===== src/pkg/ptd_pkg.sv =====
// Purpose: constants shared by the pulse tap detector
// Assumes: 8-bit registers at their byte offsets
// Notes: field positions are bit indices inside each register
package ptd_pkg;
   // register offsets
   localparam logic [7:0] ADDR_SOURCE = 8'h0A;
   localparam logic [7:0] ADDR_MODE = 8'h16;
   localparam logic [7:0] ADDR_CLEAR = 8'h17;
   localparam logic [7:0] ADDR_CTRL_A = 8'h18;
   localparam logic [7:0] ADDR_CTRL_B = 8'h19;
   localparam logic [7:0] ADDR_THRESH = 8'h1B;
   localparam logic [7:0] ADDR_DURATION = 8'h1C;
   localparam logic [7:0] ADDR_LATENCY = 8'h1D;
   localparam logic [7:0] ADDR_WINDOW2 = 8'h1E;
   // reset values
   localparam logic [7:0] RST_MODE = 8'h00;
   localparam logic [7:0] RST_CLEAR = 8'h00;
   localparam logic [7:0] RST_CTRL_A = 8'h00;
   localparam logic [7:0] RST_CTRL_B = 8'h00;
   localparam logic [7:0] RST_THRESH = 8'h00;
   localparam logic [7:0] RST_DURATION = 8'h01;
   localparam logic [7:0] RST_LATENCY = 8'h01;
   localparam logic [7:0] RST_WINDOW2 = 8'h00;
   // control a fields
   localparam int CA_PIN_SWAP = 0;
   localparam int CA_ROUTE_LO = 1;
   localparam int CA_X_OFF = 3;
   localparam int CA_SIGN_OPT = 6;
   localparam int CA_FILTER_BW = 7;
   // control b fields
   localparam int CB_LEVEL_POL = 0;
   localparam int CB_PULSE_POL = 1;
   localparam int CB_DRIVE_OPT = 2;
   // clear register fields
   localparam int CL_LINE_A = 0;
   localparam int CL_LINE_B = 1;
   // source register fields
   localparam int SR_INT_LO = 0;
   localparam int SR_PULSE_LO = 2;
   localparam int SR_LEVEL_LO = 5;
   // operating modes and routing codes
   localparam logic [1:0] MODE_PULSE = 2'h3;
   localparam logic [1:0] ROUTE_LVL_PLS = 2'h0;
   localparam logic [1:0] ROUTE_PLS_LVL = 2'h1;
   localparam logic [1:0] ROUTE_SGL_DBL = 2'h2;
   typedef enum logic [2:0] {
      PTD_IDLE = 3'h0,
      PTD_FIRST = 3'h1,
      PTD_LAT = 3'h3,
      PTD_WIN2 = 3'h2,
      PTD_SECOND = 3'h6,
      PTD_REJECT = 3'h7,
      PTD_FALL = 3'h5
   } ptd_state_t;
endpackage


===== src/logic/ptd_top.sv =====
// Purpose: pulse mode tap, double tap and freefall detector
// Assumes: sample_tick marks one detection sample; axis data valid then
// Notes: level comparison lives elsewhere and arrives as level_hit
// Summary of operation
// (RULE1) polarity picks any-over or all-under compare
// (RULE2) single pulse must end within duration
// (RULE3) freefall needs all below beyond latency
// (RULE4) double: pulse, latency gap, second pulse
// (RULE5) zero second window means single only
// (RULE6) events drive their assigned interrupt line
// (RULE7) source register shows detection outcome
// (RULE8) route 00: level first, pulse second
// (RULE9) route 01: pulse first, level second
// (RULE10) route 10: single first, single/double second
// (RULE11) only three routing codes are defined
// (RULE12) pin swap crosses lines and status bits; code swaps the lines only, status bits stay put
// (RULE13) route 10: line b clear clears both
// (RULE14) duration register resets to one
// (RULE15) latency register resets to one
// (RULE16) threshold and second window reset zero
// (RULE17) detection runs only in mode 11
// (RULE18) line stays until clear; zero re-arms
// (RULE19) axes enabled; disable bit excludes axis
// (RULE20) windows counted in sample ticks
// (RULE21) route 11 behaves as route 00
`timescale 1ns/1ps
module ptd_top (
   input wire logic clk,
   input wire logic rst_b,
   input wire logic [7:0] reg_addr,
   input wire logic reg_wr_en,
   input wire logic [7:0] reg_wdata,
   input wire logic reg_rd_en,
   output logic [7:0] reg_rdata,
   output logic reg_rvalid,
   input wire logic sample_tick,
   input wire logic [7:0] axis_x,
   input wire logic [7:0] axis_y,
   input wire logic [7:0] axis_z,
   input wire logic level_hit,
   input wire logic [2:0] level_axis,
   output logic irq_line_a,
   output logic irq_line_b
);
   logic [7:0] mode_r;
   logic [7:0] clear_r;
   logic [7:0] ctrl_a_r;
   logic [7:0] ctrl_b_r;
   logic [7:0] thresh_r;
   logic [7:0] duration_r;
   logic [7:0] latency_r;
   logic [7:0] window2_r;
   logic [1:0] int_bit_r;
   logic [1:0] int_bit_nxt;
   logic [2:0] pulse_axis_r;
   logic [2:0] level_axis_r;
   logic [8:0] cnt_r;
   logic [8:0] cnt_nxt;
   logic [7:0] rdata_r;
   logic rvalid_r;
   logic line_a_r;
   logic line_b_r;
   ptd_pkg::ptd_state_t state_r;
   ptd_pkg::ptd_state_t state_nxt;

   // register write decode
   wire wr_mode = reg_wr_en && reg_addr == ptd_pkg::ADDR_MODE;
   wire wr_clear = reg_wr_en && reg_addr == ptd_pkg::ADDR_CLEAR;
   wire wr_ctrl_a = reg_wr_en && reg_addr == ptd_pkg::ADDR_CTRL_A;
   wire wr_ctrl_b = reg_wr_en && reg_addr == ptd_pkg::ADDR_CTRL_B;
   wire wr_thresh = reg_wr_en && reg_addr == ptd_pkg::ADDR_THRESH;
   wire wr_dur = reg_wr_en && reg_addr == ptd_pkg::ADDR_DURATION;
   wire wr_lat = reg_wr_en && reg_addr == ptd_pkg::ADDR_LATENCY;
   wire wr_win2 = reg_wr_en && reg_addr == ptd_pkg::ADDR_WINDOW2;

   // control fields
   wire pin_swap = ctrl_a_r[ptd_pkg::CA_PIN_SWAP];
   wire [1:0] route_sel = ctrl_a_r[ptd_pkg::CA_ROUTE_LO +: 2];
   wire [2:0] axis_off = ctrl_a_r[ptd_pkg::CA_X_OFF +: 3];
   wire sign_opt = ctrl_a_r[ptd_pkg::CA_SIGN_OPT];
   wire pulse_pol = ctrl_b_r[ptd_pkg::CB_PULSE_POL];
   wire clr_a = clear_r[ptd_pkg::CL_LINE_A];
   wire clr_b = clear_r[ptd_pkg::CL_LINE_B];
   // (RULE17) pulse mode gate
   wire pulse_mode = mode_r[1:0] == ptd_pkg::MODE_PULSE;
   // (RULE5) double pulse enable
   wire dbl_en = window2_r != 8'h00;
   wire dbl_only = dbl_en && latency_r != 8'h00;

   // per-axis threshold compare
   wire [7:0] axis_v [3];
   assign axis_v[0] = axis_x;
   assign axis_v[1] = axis_y;
   assign axis_v[2] = axis_z;
   wire [2:0] over;
   wire [2:0] under;
   wire [8:0] th_abs = {2'h0, thresh_r[6:0]};
   genvar gi;
   generate
      for (gi = 0; gi < 3; gi = gi + 1) begin : g_axis
         wire [8:0] ext = {axis_v[gi][7], axis_v[gi]};
         wire [8:0] mag = axis_v[gi][7] ? (9'h000 - ext) : ext;
         wire s_over = $signed(axis_v[gi]) > $signed(thresh_r);
         wire s_under = $signed(axis_v[gi]) < $signed(thresh_r);
         assign over[gi] = sign_opt ? s_over : (mag > th_abs);
         assign under[gi] = sign_opt ? s_under : (mag < th_abs);
      end
   endgenerate

   // (RULE19) disabled axes drop out
   wire [2:0] axis_en = ~axis_off;
   wire any_over = |(over & axis_en);
   wire all_under = (&(under | axis_off)) && (axis_en != 3'h0);
   // (RULE1) polarity selects compare
   wire hit = pulse_pol ? all_under : any_over;
   wire tick_hit = sample_tick && hit;

   // (RULE13) shared clear in route 10
   wire route_sd = route_sel == ptd_pkg::ROUTE_SGL_DBL;
   wire restart = route_sd && clr_b;

   // sequence counters, widened so cnt can exceed a full 255 window
   wire [8:0] cnt_inc = cnt_r + 9'h001;
   wire [8:0] dur9 = {1'b0, duration_r};
   wire [8:0] lat9 = {1'b0, latency_r};
   wire [8:0] win9 = {1'b0, window2_r};

   logic single_evt;
   logic double_evt;
   logic fall_evt;

   always_comb begin
      state_nxt = state_r;
      cnt_nxt = cnt_r;
      single_evt = 1'b0;
      double_evt = 1'b0;
      fall_evt = 1'b0;
      if (!pulse_mode || restart) begin
         state_nxt = ptd_pkg::PTD_IDLE;
         cnt_nxt = 9'h000;
      end else if (sample_tick) begin
         // (RULE20) one count per tick
         case (state_r)
            ptd_pkg::PTD_IDLE: begin
               cnt_nxt = 9'h001;
               if (hit && pulse_pol) begin
                  state_nxt = ptd_pkg::PTD_FALL;
               end else if (hit) begin
                  state_nxt = ptd_pkg::PTD_FIRST;
               end
            end
            ptd_pkg::PTD_FIRST: begin
               // (RULE2) pulse ends inside duration
               if (!hit) begin
                  single_evt = 1'b1;
                  cnt_nxt = 9'h000;
                  state_nxt = dbl_en ? ptd_pkg::PTD_LAT : ptd_pkg::PTD_IDLE;
               end else if (cnt_r >= dur9) begin
                  state_nxt = ptd_pkg::PTD_REJECT;
               end else begin
                  cnt_nxt = cnt_inc;
               end
            end
            ptd_pkg::PTD_LAT: begin
               // (RULE4) latency gap ignores input
               if (cnt_inc >= lat9) begin
                  cnt_nxt = 9'h000;
                  state_nxt = ptd_pkg::PTD_WIN2;
               end else begin
                  cnt_nxt = cnt_inc;
               end
            end
            ptd_pkg::PTD_WIN2: begin
               // (RULE4) second pulse must start in window
               if (hit) begin
                  cnt_nxt = 9'h001;
                  state_nxt = ptd_pkg::PTD_SECOND;
               end else if (cnt_inc >= win9) begin
                  cnt_nxt = 9'h000;
                  state_nxt = ptd_pkg::PTD_IDLE;
               end else begin
                  cnt_nxt = cnt_inc;
               end
            end
            ptd_pkg::PTD_SECOND: begin
               if (!hit) begin
                  double_evt = 1'b1;
                  cnt_nxt = 9'h000;
                  state_nxt = ptd_pkg::PTD_IDLE;
               end else if (cnt_r >= dur9) begin
                  state_nxt = ptd_pkg::PTD_REJECT;
               end else begin
                  cnt_nxt = cnt_inc;
               end
            end
            ptd_pkg::PTD_FALL: begin
               // (RULE3) all below longer than latency
               if (!hit) begin
                  cnt_nxt = 9'h000;
                  state_nxt = ptd_pkg::PTD_IDLE;
               end else if (cnt_r > lat9) begin
                  fall_evt = 1'b1;
                  state_nxt = ptd_pkg::PTD_REJECT;
               end else begin
                  cnt_nxt = cnt_inc;
               end
            end
            ptd_pkg::PTD_REJECT: begin
               // a too-long pulse must fall away before rearming
               cnt_nxt = 9'h000;
               if (!hit) begin
                  state_nxt = ptd_pkg::PTD_IDLE;
               end
            end
            default: begin
               cnt_nxt = 9'h000;
               state_nxt = ptd_pkg::PTD_IDLE;
            end
         endcase
      end
   end

   // pulse detection as seen by routes 00 and 01
   wire pulse_evt = (dbl_en ? double_evt : single_evt) || fall_evt;
   wire level_evt = level_hit;
   wire sd_bit1 = single_evt || fall_evt;
   wire sd_bit2 = (dbl_only ? double_evt : single_evt) || fall_evt;

   // (RULE8) (RULE9) (RULE11) (RULE21) routing select
   logic [1:0] route_set;
   always_comb begin
      case (route_sel)
         ptd_pkg::ROUTE_PLS_LVL: route_set = {level_evt, pulse_evt};
         // (RULE10) single and double pulse split
         ptd_pkg::ROUTE_SGL_DBL: route_set = {sd_bit2, sd_bit1};
         default: route_set = {pulse_evt, level_evt};
      endcase
   end

   // (RULE18) a held clear keeps the bit disarmed
   wire arm_a = route_sd ? !clr_b : !clr_a;
   wire arm_b = !clr_b;

   // (RULE6) events latch their interrupt bit
   always_comb begin
      int_bit_nxt = int_bit_r;
      if (!arm_a) begin
         int_bit_nxt[0] = 1'b0;
      end else if (route_set[0]) begin
         int_bit_nxt[0] = 1'b1;
      end
      if (!arm_b) begin
         int_bit_nxt[1] = 1'b0;
      end else if (route_set[1]) begin
         int_bit_nxt[1] = 1'b1;
      end
   end

   // first pulse axes, captured as the first pulse begins
   wire pulse_start = pulse_mode && !pulse_pol && tick_hit &&
                      state_r == ptd_pkg::PTD_IDLE;
   wire clr_any = clr_a || clr_b;

   // (RULE7) source register contents
   wire [7:0] source_val = {level_axis_r, pulse_axis_r, int_bit_r};

   // (RULE12) pin swap
   wire pin_a_nxt = pin_swap ? int_bit_nxt[1] : int_bit_nxt[0];
   wire pin_b_nxt = pin_swap ? int_bit_nxt[0] : int_bit_nxt[1];

   // read mux; unmapped offsets read as zero
   logic [7:0] rd_mux;
   always_comb begin
      case (reg_addr)
         ptd_pkg::ADDR_SOURCE: rd_mux = source_val;
         ptd_pkg::ADDR_MODE: rd_mux = mode_r;
         ptd_pkg::ADDR_CLEAR: rd_mux = clear_r;
         ptd_pkg::ADDR_CTRL_A: rd_mux = ctrl_a_r;
         ptd_pkg::ADDR_CTRL_B: rd_mux = ctrl_b_r;
         ptd_pkg::ADDR_THRESH: rd_mux = thresh_r;
         ptd_pkg::ADDR_DURATION: rd_mux = duration_r;
         ptd_pkg::ADDR_LATENCY: rd_mux = latency_r;
         ptd_pkg::ADDR_WINDOW2: rd_mux = window2_r;
         default: rd_mux = 8'h00;
      endcase
   end

   // (RULE14) (RULE15) (RULE16) register reset values
   always_ff @(posedge clk or negedge rst_b) begin
      if (!rst_b) begin
         mode_r <= ptd_pkg::RST_MODE;
         clear_r <= ptd_pkg::RST_CLEAR;
         ctrl_a_r <= ptd_pkg::RST_CTRL_A;
         ctrl_b_r <= ptd_pkg::RST_CTRL_B;
         thresh_r <= ptd_pkg::RST_THRESH;
         duration_r <= ptd_pkg::RST_DURATION;
         latency_r <= ptd_pkg::RST_LATENCY;
         window2_r <= ptd_pkg::RST_WINDOW2;
      end else begin
         if (wr_mode) mode_r <= reg_wdata;
         if (wr_clear) clear_r <= reg_wdata & 8'h03;
         if (wr_ctrl_a) ctrl_a_r <= reg_wdata;
         if (wr_ctrl_b) ctrl_b_r <= reg_wdata & 8'h07;
         if (wr_thresh) thresh_r <= reg_wdata;
         if (wr_dur) duration_r <= reg_wdata;
         if (wr_lat) latency_r <= reg_wdata;
         if (wr_win2) window2_r <= reg_wdata;
      end
   end

   always_ff @(posedge clk or negedge rst_b) begin
      if (!rst_b) begin
         state_r <= ptd_pkg::PTD_IDLE;
         cnt_r <= 9'h000;
         int_bit_r <= 2'h0;
         line_a_r <= 1'b0;
         line_b_r <= 1'b0;
      end else begin
         state_r <= state_nxt;
         cnt_r <= cnt_nxt;
         int_bit_r <= int_bit_nxt;
         line_a_r <= pin_a_nxt;
         line_b_r <= pin_b_nxt;
      end
   end

   // axis flags: new detection sets them, any clear bit wipes them
   always_ff @(posedge clk or negedge rst_b) begin
      if (!rst_b) begin
         pulse_axis_r <= 3'h0;
         level_axis_r <= 3'h0;
      end else begin
         if (pulse_start) begin
            pulse_axis_r <= {over[0], over[1], over[2]} & 
                            {axis_en[0], axis_en[1], axis_en[2]};
         end else if (clr_any) begin
            pulse_axis_r <= 3'h0;
         end
         if (level_hit) begin
            level_axis_r <= level_axis_r | level_axis;
         end else if (clr_any) begin
            level_axis_r <= 3'h0;
         end
      end
   end

   always_ff @(posedge clk or negedge rst_b) begin
      if (!rst_b) begin
         rdata_r <= 8'h00;
         rvalid_r <= 1'b0;
      end else begin
         rvalid_r <= reg_rd_en;
         if (reg_rd_en) rdata_r <= rd_mux;
      end
   end

   assign reg_rdata = rdata_r;
   assign reg_rvalid = rvalid_r;
   assign irq_line_a = line_a_r;
   assign irq_line_b = line_b_r;
endmodule


===== config.mk =====
export PLATFORM = sky130hd
export DESIGN_NAME = ptd_top
export DESIGN_NICKNAME = d
export VERILOG_FILES = /design/src/pkg/ptd_pkg.sv /design/src/logic/ptd_top.sv
export SDC_FILE = /design/constraint.sdc
export NUM_CORES = 1
export LEC_CHECK = 0
export BUFFER_PORTS_ARGS = -buffer_cell sky130_fd_sc_hd__buf_4
export CAP_MARGIN = 20
export CORE_ASPECT_RATIO = 0.7
export CORE_MARGIN = 5
export CORE_UTILIZATION = 35
export DETAILED_ROUTE_END_ITERATION = 10
export GPL_ROUTABILITY_DRIVEN = 0
export GPL_TIMING_DRIVEN = 0
export PLACE_DENSITY = 0.62
export SETUP_SLACK_MARGIN = 0.02
export SYNTH_ARGS = -nofsm -noshare
export SYNTH_HDL_FRONTEND = slang
export SYNTH_SLANG_ARGS = --single-unit
export TNS_END_PERCENT = 5

===== constraint.sdc =====
create_clock -name clk -period 4 [get_ports clk]
set_input_delay 0.2 -clock clk [delete_from_list [all_inputs] [get_ports clk]]
set_output_delay 0.2 -clock clk [all_outputs]
set_load 0.03 [all_outputs]

==> PnR_summary.wiki <==
{| class="wikitable"
! Metric !! Value
|-
| Sequential Area || 2100 um2
|-
| Top achievable clock speed || 0.272 GHz
|-
| Internal Power || 0.00160 W
|-
| Clock tree from TritonCTS || built
|-
| Detailed-route DRC error count || 0
|-
| Largest net degree at the start of global routing || 85
|-
| Htree depth || 3
|-
| Die W || 174 um
|-
| Iter 0 DRT Violations || 506
|-
| Synthesized area divided by synthesized cell count || 9.06 um2
|-
| Data arrival, critical path || 3.91 ns
|-
| Proportion of power drawn by the clock network || 37.7%
|-
| Net switching power || 0.000750 W
|-
| Detail Route Antenna Nets || 0
|-
| Initial antenna violation count || 0
|-
| Critical path class || primary input to flop
|-
| Number of warnings reported in the yosys synthesis log || 0
|-
| Die outline height || 125 um
|-
| Static leakage power || 3.54 nW
|-
| Routed wire length || just under 20,000 um
|-
| Number of fillers in the final layout || 1,844
|-
| Ordered list of cells on the worst path || buf_4 > or3_1 > o31ai_1 > xnor2_1 > ha_1 > nand4_1 > nor2_1 > a2111oi_2 > and2_1 > o21ai_1 > or4b_1 > and3_1 > o21bai_1 > a31oi_2 > mux2_1
|-
| Reg-to-reg critical path endpoint || irq_line_a
|-
| Standard cell with the maximum stage delay on the critical path || sky130_fd_sc_hd__or4b_1
|-
| Sw Ratio || 31.9%
|-
| Minimum clock period || around 3.7 ns
|-
| Dominant register cell in the synthesized netlist || sky130_fd_sc_hd__dfrtp_1
|-
| Synth unique cells || 67
|-
| Relative contribution of combinational cells to total power || 22.4%
|-
| Path depth of the worst reg2reg path || 12
|-
| Cells after synthesis || 726
|-
| Final period util || 92.0%
|-
| Final max-slew violation count || 0
|-
| Worst Path Required || approximately 4.2 ns
|-
| Area of the multi-input gates || 4190 um2
|-
| Total iterations of the first detailed-routing run || 4
|-
| Wire length of the first global-routing pass || 30,700 um
|-
| ANT cells || 0
|-
| Clock-pin slew on the worst setup and hold paths || 0.06 ns
|-
| Final global-route overflow total || 0
|-
| Maximum buffer depth of the clock tree || 2
|-
| Fraction of final layout cells with drive strength greater than 1 || between 10% and 20%
|-
| Standard-cell rows || 42
|-
| Syn nets || approximately 860
|-
| Total power after layout || 0.00235 W
|-
| Instance area after placement || 7310 um2
|-
| Floorplan Core Area || 18,700 um2
|-
| Root Buffer || sky130_fd_sc_hd__clkbuf_16
|-
| Relative slew slack || about a third
|-
| DP Wirelength || 15,000 um
|-
| Die area || 21,700 um2
|-
| Fraction of power consumed by sequential logic || 39.9%
|-
| Slew at the pin closest to its max-slew limit || ~1 ns
|-
| Worst R2R Setup Slack || 0.41 ns
|-
| Peak VDD IR || 0.164 mV
|-
| Total number of vias || 5,779
|-
| Post-route design area || 7670 um2
|-
| DR WL/cell || about 19 um
|-
| Post-CTS setup buffers || 0
|-
| Proportion of synthesized chip area in sequential cells || a little under a third
|-
| Worst min-delay path category || primary input to flop
|-
| Max-capacitance violation count || 0
|-
| Vias in the first global route || 5,445
|-
| Slowest cell delay on critical path || 0.64 ns
|-
| FF-to-FF Start || thresh_r[2]
|-
| Area growth from synthesis to layout || 16.6%
|-
| Result of the run || complete, no violations
|-
| Kind of end point of the critical path || flop
|-
| EDFF count, synth || 0
|-
| Worst hold endpoint || level_axis_r[1]
|-
| Clk_lat worst skew || roughly 0.35 ns
|-
| Launch instance of the worst min-delay path || level_axis[1]
|-
| Type of origin of the critical path || primary input
|-
| GRT Resource Usage Total || about 18%
|-
| Starting density of the core || a little over a third
|-
| CP Max Fanout || 5
|-
| Total I/O pin count || 60
|-
| Cell area power density || 306 nW/um2
|-
| Setup repair after global routing missed its margin || no
|-
| TritonCTS Buffers || 9
|-
| Async set-reset flop share out of synthesis || 100%
|-
| Clock Skew || 0.00982 ns
|-
| Cell area after synthesis || 6580 um2
|-
| Final Hold Fails || 0
|-
| Post-synthesis register bit count || 84
|-
| Core Util, Final || 41.0%
|-
| Nets || approximately 930
|-
| Via/cell ratio || 5.54
|-
| Clock net sink count || 84
|-
| Count of endpoints failing setup in the final report || 0
|-
| Count of input and output buffers || 56
|-
| Worst Hold Path Cells || 3
|}
[state kept, by name, indices dropped and copies added, names as in the netlist, 8 cells and up]
register and cells:
thresh_r 8, cnt_r 9, duration_r 8, reg_rdata 8
window2_r 8, mode_r 8, ctrl_a_r 8, latency_r 8
[cell usage after synthesis (5+ instances only)]
library cell	instances	area share (%)
sky130_fd_sc_hd__nor2_1	48	2.7
sky130_fd_sc_hd__mux2i_1	12	1.8
sky130_fd_sc_hd__nor3_1	13	0.99
sky130_fd_sc_hd__a22o_1	8	1.1
sky130_fd_sc_hd__nand3_1	23	1.8
sky130_fd_sc_hd__nand2b_1	12	1.1
sky130_fd_sc_hd__nor4_1	6	0.57
sky130_fd_sc_hd__dfrtp_1	82	31
sky130_fd_sc_hd__inv_1	58	3.3
sky130_fd_sc_hd__a21o_1	7	0.80
sky130_fd_sc_hd__a221o_1	7	1.1
sky130_fd_sc_hd__clkbuf_1	16	0.91
sky130_fd_sc_hd__xnor2_1	19	2.5
sky130_fd_sc_hd__o31ai_1	7	0.80
sky130_fd_sc_hd__a21oi_1	33	2.5
sky130_fd_sc_hd__nor2b_1	6	0.57
sky130_fd_sc_hd__a211o_1	5	0.67
sky130_fd_sc_hd__o21ai_0	48	3.7
sky130_fd_sc_hd__ha_1	80	15
sky130_fd_sc_hd__mux2_2	38	6.5
sky130_fd_sc_hd__or3_1	8	0.76
sky130_fd_sc_hd__a31oi_1	10	0.95
sky130_fd_sc_hd__nand4_1	11	1.0
sky130_fd_sc_hd__a221oi_1	8	1.1
sky130_fd_sc_hd__o21bai_1	5	0.57
sky130_fd_sc_hd__o22ai_1	13	1.2
sky130_fd_sc_hd__nand2_1	67	3.8
sky130_fd_sc_hd__a211oi_1	6	0.68
[routing by layer]
layer	part of all wire [%]	global-route usage [%]	wire length (um)
met4	0.57	2.23	111
met2	37	22.9	7090
met1	55	29.0	10700
met5	0	0	0
met3	7.3	4.52	1410
[power by group through the flow]
stage / sequential [W] / combinational, W / clock [W]
after floorplan: 0.000940 / 0.000327 / 0
after global placement: 0.000949 / 0.000507 / 0
after detailed placement: 0.000949 / 0.000512 / 0
after CTS: 0.000934 / 0.000516 / 0.000894
after global routing: 0.000941 / 0.000590 / 0.000931
final: 0.000937 / 0.000528 / 0.000887
[worst max path at each step]
stage | start | endpoint
2_1_floorplan | axis_y[4] | irq_line_a
3_3_place_gp | axis_y[4] | irq_line_a
3_5_place_dp | axis_y[4] | irq_line_a
4_1_cts | axis_y[4] | irq_line_a
5_1_grt | axis_y[4] | pulse_axis_r[1]
6_report | axis_y[4] | irq_line_a
[worst max-delay path: cells and delay by family]
family	cells	cell delay [ns]
adders and majority gates	1	0.27
buffers and inverters	1	0.13
xor gates and xnor gates	1	0.17
muxes	1	0.31
AOI/OAI and AO/OA	5	1.13
and+or+nand+nor	6	1.69
[through the flow]
| step | TNS [ns] | setup slack [ns] | cells | hold slack, ns |
|---|---|---|---|---|
| after floorplan | 0 | 0.666 | 726 | -0.0956 |
| after global placement | -0.340 | -0.130 | 1024 | 0.322 |
| after detailed placement | -0.400 | -0.104 | 1025 | 0.320 |
| after CTS | 0 | 0.229 | 1042 | 0.0901 |
| after global routing | 0 | 0.0770 | 1044 | 0.0982 |
| final | 0 | 0.320 | 1044 | 0.0945 |
[layout by cell type, fill, tap and decap left out, types with 23 or more instances in the layout]
cell,n
sky130_fd_sc_hd__dfrtp_1,82
sky130_fd_sc_hd__ha_1,80
sky130_fd_sc_hd__nand2_1,67
sky130_fd_sc_hd__inv_1,58
sky130_fd_sc_hd__buf_4,56
sky130_fd_sc_hd__nor2_1,48
sky130_fd_sc_hd__o21ai_0,48
sky130_fd_sc_hd__mux2_2,38
sky130_fd_sc_hd__a21oi_1,33
sky130_fd_sc_hd__nand3_1,23
[cell families (layout without fill, tap and decap cells)]
| kind of cell | count (synthesis) | after routing | share of synthesized area (%) |
|---|---|---|---|
| compound gates | 191 | 191 | 19.8 |
| xor+xnor | 22 | 22 | 2.93 |
| fa+ha+maj | 80 | 80 | 15.2 |
| buf+inv | 78 | 154 | 4.51 |
| flops | 84 | 84 | 32.0 |
| mux | 51 | 51 | 8.50 |
| simple gates | 220 | 220 | 17.0 |
[repair_timing]
item	in CTS	in global routing
endpoints found under the hold margin	1	27
hold buffers	1	1
gates resized for setup	0	1
setup endpoints to repair	0	8
[cell type report]
type                            instances  area share (%)
Buffer                                 20            1.03
Clock buffer                            9            2.94
Clock inverter                          7            1.09
Inverter                               58            2.84
Multi-Input combinational cell        564            54.6
Sequential cell                        84            27.4
Tap cell                              242            3.95
Timing Repair Buffer                   60            6.17
(Power assumes the default switching activity.)
